### src/axr_pkg.sv
// constants, register map and carrier types of the auxiliary result bank
// assumes a 32-bit avalon-mm host using byte addresses
package axr_pkg;

   // conversion sources, one per result register pair
   localparam int AXR_NSRC = 13;
   localparam int SRC_BATV = 0;
   localparam int SRC_ISNS = 1;
   localparam int SRC_CHGIN = 2;
   localparam int SRC_BID1 = 3;
   localparam int SRC_THR1 = 4;
   localparam int SRC_THR2 = 5;
   localparam int SRC_BID2 = 6;
   localparam int SRC_CH5 = 7;
   localparam int SRC_LCHG = 8;
   localparam int SRC_SCHG = 9;
   localparam int SRC_LBAT = 10;
   localparam int SRC_CH6 = 11;
   localparam int SRC_GPS = 12;

   // register indices; byte address is four times the index
   localparam logic [13:0] IDX_BATTERY_VOLTAGE = 14'h0714;
   localparam logic [13:0] IDX_CURRENT_SENSE = 14'h0716;
   localparam logic [13:0] IDX_CHARGER_INPUT = 14'h0718;
   localparam logic [13:0] IDX_BATTERY_ID_ONE = 14'h071a;
   localparam logic [13:0] IDX_THERMAL_ONE = 14'h071c;
   localparam logic [13:0] IDX_THERMAL_TWO = 14'h071e;
   localparam logic [13:0] IDX_BATTERY_ID_TWO = 14'h0720;
   localparam logic [13:0] IDX_CHANNEL_FIVE = 14'h0722;
   localparam logic [13:0] IDX_LINEAR_WAKE = 14'h0724;
   localparam logic [13:0] IDX_SWITCH_WAKE = 14'h0726;
   localparam logic [13:0] IDX_LOW_BATTERY = 14'h0728;
   localparam logic [13:0] IDX_CHANNEL_SIX = 14'h072a;
   localparam logic [13:0] IDX_GPS_READY = 14'h072c;
   localparam logic [13:0] IDX_GPS_DATA = 14'h072e;
   localparam logic [13:0] IDX_GPS_LOW_BIT = 14'h0730;

   // field layout
   localparam int READY_BIT = 15;
   localparam int GPS_LOW_BIT_POS = 15;
   localparam logic [15:0] RESULT_RESET = 16'h0000;

   // value width masks: 15-bit results, 12-bit low battery, 17-bit gps
   localparam logic [16:0] MASK_15 = 17'h07fff;
   localparam logic [16:0] MASK_12 = 17'h00fff;
   localparam logic [16:0] MASK_17 = 17'h1ffff;

   // one source's converter events: start clears ready, done loads value
   typedef struct packed {
      logic start;
      logic done;
      logic [16:0] value;
   } axr_conv_t;

endpackage

### src/axr_result_bank.sv
// read-only result register bank of the auxiliary measurement converter
// assumes converter events synchronous to clk and an avalon-mm master
// that holds its request until it samples waitrequest low
//
// Function
// battery voltage register shows ready in bit 15 (1 = valid) and value in 14:0.
// current sense register shows its own ready in bit 15 and value in 14:0.
// charger input register (channel 2) shows ready in bit 15 and value in 14:0.
// first battery id register (channel 3) shows ready in bit 15 and value in 14:0.
// second battery id register is separate with its own ready and 15-bit value.
// first thermal register (channel 4) shows ready in bit 15 and value in 14:0.
// second thermal register is separate with its own ready and 15-bit value.
// channel five register shows ready in bit 15 and value in 14:0.
// channel six register shows ready in bit 15 and value in 14:0.
// linear charger wake register shows ready in bit 15 and value in 14:0.
// switching charger wake register shows its own ready and value in 14:0.
// low battery register shows ready in bit 15, value in 11:0, bits 14:12 zero.
// gps ready flag sits alone in bit 15 of its own register.
// gps data word register holds 16 bits of the gps result in 15:0.
// every result register reads zero after reset.
// bit 15 of the register after the gps data word holds the gps result lsb.
// ready clears at conversion start, sets with its data update; reads have no side effects.
//
// The Avalon-MM register port was left to the implementer.
`timescale 1ns/1ps
module axr_result_bank (
   input wire logic clk,
   input wire logic rst,
   input wire logic [15:0] avs_address,
   input wire logic avs_read,
   input wire logic avs_write,
   input wire logic [31:0] avs_writedata,
   input wire logic [3:0] avs_byteenable,
   output logic [31:0] avs_readdata,
   output logic avs_waitrequest,
   input wire axr_pkg::axr_conv_t [axr_pkg::AXR_NSRC-1:0] conv_evt,
   output logic [axr_pkg::AXR_NSRC-1:0] ready_flags
);
   import axr_pkg::*;

   logic [AXR_NSRC-1:0] ready_reg;
   logic [16:0] value_reg [AXR_NSRC];
   logic waitreq_reg;
   logic [31:0] rdata_reg;
   logic [15:0] word_next;
   logic [13:0] idx;
   logic aligned;
   logic req;

   assign idx = avs_address[15:2];
   assign aligned = (avs_address[1:0] == 2'b00);
   assign req = avs_read | avs_write;

   // per-source ready flag and held value
   for (genvar i = 0; i < AXR_NSRC; i++) begin : g_src
      localparam logic [16:0] VMASK = (i == SRC_LBAT) ? MASK_12 :
                                      (i == SRC_GPS) ? MASK_17 : MASK_15;

      // done beats start in the same cycle so a finished result is never lost
      always_ff @(posedge clk) begin
         if (rst) begin
            ready_reg[i] <= 1'b0;
         end else if (conv_evt[i].done) begin
            ready_reg[i] <= 1'b1;
         end else if (conv_evt[i].start) begin
            ready_reg[i] <= 1'b0;
         end
      end

      // value loads only with done, trimmed to the source's width
      always_ff @(posedge clk) begin
         if (rst) begin
            value_reg[i] <= 17'h00000;
         end else if (conv_evt[i].done) begin
            value_reg[i] <= conv_evt[i].value & VMASK;
         end
      end
   end

   // readback word per register; unmapped or misaligned reads give zero
   always_comb begin
      word_next = RESULT_RESET;
      if (aligned) begin
         unique case (idx)
            IDX_BATTERY_VOLTAGE: begin
               word_next = {ready_reg[SRC_BATV], value_reg[SRC_BATV][14:0]};
            end
            IDX_CURRENT_SENSE: begin
               word_next = {ready_reg[SRC_ISNS], value_reg[SRC_ISNS][14:0]};
            end
            IDX_CHARGER_INPUT: begin
               word_next = {ready_reg[SRC_CHGIN], value_reg[SRC_CHGIN][14:0]};
            end
            IDX_BATTERY_ID_ONE: begin
               word_next = {ready_reg[SRC_BID1], value_reg[SRC_BID1][14:0]};
            end
            IDX_THERMAL_ONE: begin
               word_next = {ready_reg[SRC_THR1], value_reg[SRC_THR1][14:0]};
            end
            IDX_THERMAL_TWO: begin
               word_next = {ready_reg[SRC_THR2], value_reg[SRC_THR2][14:0]};
            end
            IDX_BATTERY_ID_TWO: begin
               word_next = {ready_reg[SRC_BID2], value_reg[SRC_BID2][14:0]};
            end
            IDX_CHANNEL_FIVE: begin
               word_next = {ready_reg[SRC_CH5], value_reg[SRC_CH5][14:0]};
            end
            IDX_LINEAR_WAKE: begin
               word_next = {ready_reg[SRC_LCHG], value_reg[SRC_LCHG][14:0]};
            end
            IDX_SWITCH_WAKE: begin
               word_next = {ready_reg[SRC_SCHG], value_reg[SRC_SCHG][14:0]};
            end
            IDX_LOW_BATTERY: begin
               word_next = {ready_reg[SRC_LBAT], 3'b000, value_reg[SRC_LBAT][11:0]};
            end
            IDX_CHANNEL_SIX: begin
               word_next = {ready_reg[SRC_CH6], value_reg[SRC_CH6][14:0]};
            end
            IDX_GPS_READY: begin
               word_next = {ready_reg[SRC_GPS], 15'h0000};
            end
            IDX_GPS_DATA: begin
               word_next = value_reg[SRC_GPS][16:1];
            end
            IDX_GPS_LOW_BIT: begin
               word_next = {value_reg[SRC_GPS][0], 15'h0000};
            end
            default: begin
               word_next = RESULT_RESET;
            end
         endcase
      end
   end

   // one wait state: answer lands the cycle after the request is seen,
   // then waitrequest rises again so a held request is not answered twice
   always_ff @(posedge clk) begin
      if (rst) begin
         waitreq_reg <= 1'b1;
      end else if (req && waitreq_reg) begin
         waitreq_reg <= 1'b0;
      end else begin
         waitreq_reg <= 1'b1;
      end
   end

   // read data captured with the answer; writes to this read-only bank
   // are acknowledged and dropped, and no read touches the flags
   always_ff @(posedge clk) begin
      if (rst) begin
         rdata_reg <= 32'h00000000;
      end else if (avs_read && waitreq_reg) begin
         rdata_reg <= {16'h0000, word_next};
      end
   end

   // flags exported so the converter sequencer can see what is pending
   always_ff @(posedge clk) begin
      if (rst) begin
         ready_flags <= '0;
      end else begin
         ready_flags <= ready_reg;
      end
   end

   assign avs_readdata = rdata_reg;
   assign avs_waitrequest = waitreq_reg;

   // shadow of the last gps result taken straight from the converter, so the
   // split readback is checked against the input rather than against value_reg
   logic [16:0] gps_seen_reg;

   always_ff @(posedge clk) begin
      if (rst) begin
         gps_seen_reg <= 17'h00000;
      end else if (conv_evt[SRC_GPS].done) begin
         gps_seen_reg <= conv_evt[SRC_GPS].value;
      end
   end
endmodule

### config.mk
export PLATFORM = sky130hd
export DESIGN_NAME = axr_result_bank
export DESIGN_NICKNAME = d
export VERILOG_FILES = /design/src/axr_pkg.sv /design/src/axr_result_bank.sv
export SDC_FILE = /design/constraint.sdc
export NUM_CORES = 1
export LEC_CHECK = 0
export BUFFER_PORTS_ARGS = -buffer_cell sky130_fd_sc_hd__buf_2
export CAP_MARGIN = 20
export CORE_ASPECT_RATIO = 2
export CORE_MARGIN = 3
export CORE_UTILIZATION = 49
export DETAILED_ROUTE_END_ITERATION = 12
export PLACE_DENSITY = 0.77
export SYNTH_ARGS = -nofsm -noshare
export SYNTH_HDL_FRONTEND = slang
export SYNTH_SLANG_ARGS = --single-unit
### constraint.sdc
create_clock -name clk -period 3.55 [get_ports clk]
set_clock_uncertainty 0.15 [all_clocks]
set_input_delay 0.355 -clock clk [delete_from_list [all_inputs] [get_ports clk]]
set_output_delay 0.355 -clock clk [all_outputs]
set_load 0.005 [all_outputs]
Yosys cells after proc, flatten, opt, wreduce, memory -nomap -nowiden
Memories as Yosys holds them, arrays and structs flattened. Index checks and enable logic that the tools add are counted.

Register bits after elaboration: 43. Latch bits: 0. Bits in writable memories: 221. Memory bits (read-only): 0. Input bits: 303. Output and inout port bits: 46. Logic and storage cells: 145. Memories kept: 1.

Memories: value_reg (words 13, bits a word 17, read ports 13, clocked after Yosys merged registers in 0, write ports 13, RTL line axr_result_bank.sv:42) `logic [16:0] value_reg [AXR_NSRC];`.

Add/sub/neg operators: 0. $mul: 0. Div/mod/pow operators: 0. Order comparisons: 0. Eq/ne operators: 15. Shifts and indexed selects: 0. Mux-type cells: 83. Bitwise operators: 14. Reductions and logical operators: 16.

Operators with widths (number): case mux 16 bit (15 select lines) (1); 2-to-1 mux 17 bit (13); equality test 14 x 11 -> 1 bit, second input constant (15); 2-to-1 mux 1 bit (68); nonzero test 2 bit (13); 2-to-1 mux 16 bit (1); OR 1 bit (14); logical AND 1 bit (2); zero test 2 bit (1).

Depth between registers and ports, before layout
Word-level depth: 4. Depth in mapped cells: 9. Depth with buffers taken out: 5.

Least setup slack after synthesis
No wires, ideal clock.

Path kind: input to register. Start point: input port avs_address[3]. End point: register rdata_reg[0], in the netlist avs_readdata[0]. Arrival: 1.652 ns. Required time: 3.266 ns. Path slack: 1.614 ns. Stages on the path: 7. Buffers on the path: 2. Path through: buf_6 -> buf_6 -> mux2_1 -> a222oi_1 -> a21oi_1 -> a2111oi_2 -> o21ai_1.

Longest elaborated chain between the ends: 3. Elaborated cells on any way between the ends: 17. Classes of those cells: eq/ne: 15; mux: 2.

RTL lines: start: declaration (RTL line axr_result_bank.sv:29) `input wire logic [15:0] avs_address,`; equality test 14 x 11 -> 1 bit (RTL line axr_result_bank.sv:84) `unique case (idx)`; case mux 16 bit (15 select lines) * (RTL line axr_result_bank.sv:84); 2-to-1 mux 16 bit * (RTL line axr_result_bank.sv:83) `if (aligned) begin`; end signal: assignment (RTL line axr_result_bank.sv:155) `rdata_reg <= {16'h0000, word_next};`; end: declaration (RTL line axr_result_bank.sv:44) `logic [31:0] rdata_reg;`.

Every way passes the cells marked *; elsewhere a longest branch is shown, timed or not. A chain may end at the register's enable or synchronous reset.

Worst setup path after layout
Start point: input port avs_address[4]. End point: register rdata_reg[15], in the netlist avs_readdata[15].

Same word-level chain as after synthesis.

==> out/qor.csv <==
stage,metric,value,unit
power_and_ir_drop,Pwr Density,427,nW/µm²
floorplan,total core area,22200,µm²
min_path,Worst Hold Class,in -> reg,
clock_tree,Inserted Clock Buffers,22,
critical_path,CP Data Required Time,3840,ps
layout,"commonest cells after routing, fill and taps aside","buf_2 (269), and2_1 (196), edfxtp_1 (194)",
routing,Via density,5.54,
layout,"commonest non-fill, non-tap cell in the layout",buf_2,
floorplan,initial core utilization,50.0,%
layout,layout overhead on the synthesized area,37.1,%
run_status,status,"finished, final reports clean",
power_and_ir_drop,total power,0.00649,W
global_route,first-pass GRT wire length,55800,µm
layout,# fillers,1588,
clock_tree,TritonCTS clock tree,done,
global_route,vias in the first global route,9547,
yosys,syn avg cell area,12.5,µm²
yosys,ys async rst share,0,%
critical_path,CP Launch Type,primary input,
critical_path,Worst EP arrival,2540,ps
sta,Slew Limit Fails,0,
clock_tree,# H-tree levels,1,
critical_path,CP Class,in -> reg,
global_route,overall routing resource usage,30.5,%
placement,dpl hpwl,26100,µm
sta,setup TNS,0,ps
routing,Starting DRT DRC Count,679,
global_route,largest net degree at the start of global routing,31,
routing,via count,9027,
routing,post-route ant nets,0,
clock_tree,root buf cell,clkbuf_16,
clock_tree,clock-pin slew on the worst setup and hold paths,70,ps
flow_run,Max Cap Viol,0,
sta,FMAX,0.444,GHz
yosys,Mapped Cells,885,
routing,# DRC,0,
layout,share of cells above drive strength 1,29.5,%
power_and_ir_drop,leakage power,6.30,nW
global_route,GR Util met1,30.8,%
routing,DR pass1 iterations,5,
routing,routed length per instance,23.5,µm
yosys,"Distinct cells, synth",70,
yosys,sequential share of the synthesized area,60.3,%
global_route,gr ovfl total,0,
clock_tree,CTS Sinks,237,
global_route,grt met2 use,55.0,%
layout,max reg flops,194,
sta,Setup-failing EPs final,0,
power_and_ir_drop,worst vdd ir,453,µV
layout,Final Util,68.6,%
floorplan,die area,24600,µm²
clock_tree,Clock Tree Buf Depth,3,
sta,post-layout min period,2250,ps
clock_tree,"Clk Latency, worst-skew pair",510,ps
placement,Final Wtd Congestion,0.998,
clock_tree,post-cts resize count,0,
floorplan,row cnt,77,
placement,Port Buf Inserts,269,
yosys,Post-synth EDFFs,194,
routing,final WL,38300,µm
sta,Slew headroom,28.6,%
yosys,synthesized area,11100,µm²
yosys,main flop type after synthesis,edfxtp_1,
critical_path,critical path capture point type,register,
global_route,initial antenna violation count,4,
floorplan,Ports,349,
floorplan,DIE HEIGHT,219,µm
global_route,met3 GRT Util,4.21,%
critical_path,largest fanout on the critical path,25,
sta,Final Hold Fails,0,
sta,RSZ-0062 raised after global routing,no,
sta,Hold WS,2.22,ps
layout,fin nets,1638,
floorplan,die width,112,µm
global_route,global routing's busiest layer,met2,
sta,Worst-Margin Slew,1070,ps
yosys,register bit total from synthesis,237,
yosys,Yosys warning count,0,
sta,Final Cycle Share,63.4,%
-- final timing paths --
kind                                      from                         endpoint  slack, ps  cells past startpoint
setup / recovery                avs_address[4]    avs_readdata[15]$_SDFFE_PP0P_       1300                      7
hold / removal                   conv_evt[135]  value_reg[0][121]$_SDFFCE_PN0P_          2                      2
setup reg to reg    avs_waitrequest$_SDFF_PP1_     avs_readdata[1]$_SDFFE_PP0P_       1400                      6
hold reg to reg   avs_readdata[6]$_SDFFE_PP0P_     avs_readdata[6]$_SDFFE_PP0P_        290                      2
-- per-layer routing --
layer | part of all wire (%) | wire length [µm] | up-vias
li1 | - | - | 4087
met1 | 32 | 12300 | 4350
met2 | 53 | 20400 | 464
met3 | 6.0 | 2310 | 126
met4 | 8.9 | 3410 | 0
met5 | 0 | 0 | -
-- per-stage QoR --
stage	cells	setup WS (ps)	area (µm²)
floorplan	900	1610	11100
global placement	1399	816	12600
detailed placement	1399	796	12600
CTS	1626	1340	15200
global route	1630	1190	15200
finish	1630	1300	15200
-- worst max-delay path, stage by stage --
cell      delay, ps
buf_2           450
buf_4           400
and4bb_2        640
a22oi_1         240
o31ai_1         100
o21ai_0         130
a32oi_2         200
-- cell type report --
| cell class | instances | area, µm² | share of cell area, % |
|---|---|---|---|
| diodes | 4 | 10.0 | 0.0659 |
| clock buffers | 31 | 636 | 4.18 |
| clock inverters | 8 | 91.3 | 0.601 |
| inverters | 15 | 56.3 | 0.371 |
| multi-input cells | 579 | 3970 | 26.1 |
| flip-flops and latches | 237 | 6690 | 44.0 |
| well taps | 276 | 345 | 2.27 |
| repair buffers | 480 | 3400 | 22.4 |
-- cell usage after synthesis, drive strengths merged, types with 4 or more instances --
| library cell | number | area [µm²] |
|---|---|---|
| a2111oi | 6 | 66.3 |
| a211oi | 5 | 42.5 |
| a21o | 13 | 97.6 |
| a21oi | 26 | 138 |
| a222oi | 4 | 40.0 |
| a22oi | 26 | 200 |
| a32oi | 10 | 95.1 |
| and2 | 196 | 1230 |
| and3 | 7 | 43.8 |
| and3b | 11 | 96.3 |
| buf | 47 | 347 |
| clkbuf | 22 | 82.6 |
| dfxtp | 43 | 861 |
| edfxtp | 194 | 5830 |
| inv | 15 | 56.3 |
| mux2 | 42 | 473 |
| nand2 | 46 | 173 |
| nand3 | 14 | 82.6 |
| nand4 | 6 | 37.5 |
| nor2 | 11 | 43.8 |
| nor2b | 36 | 225 |
| nor3 | 5 | 30.0 |
| nor3b | 6 | 50.1 |
| nor4 | 4 | 25.0 |
| nor4b | 6 | 95.1 |
| o21ai | 27 | 135 |
| or2 | 13 | 81.3 |
-- cells by family after synthesis --
family	synth area share, %
flip-flops	60.3
XOR/XNOR	0.0790
other	0.0338
AND/OR/NAND/NOR	20.8
buffers and inverters	4.38
multiplexers	4.85
AO/OA/AOI/OAI	9.47
-- report_power, final --
part	internal, W	switching, W
clock network	0.00139	0.00103
logic	0.000396	0.000367
registers	0.00322	0.0000756
total	0.00501	0.00147
-- what timing repair did --
| item | CTS | global route |
|---|---|---|
| setup buffers | 0 | 0 |
| hold buffers | 188 | 0 |
| hold endpoints to repair | 187 | 0 |
| endpoints found under the setup margin | 0 | 0 |
Note: power is estimated with default switching activity, not from simulation.
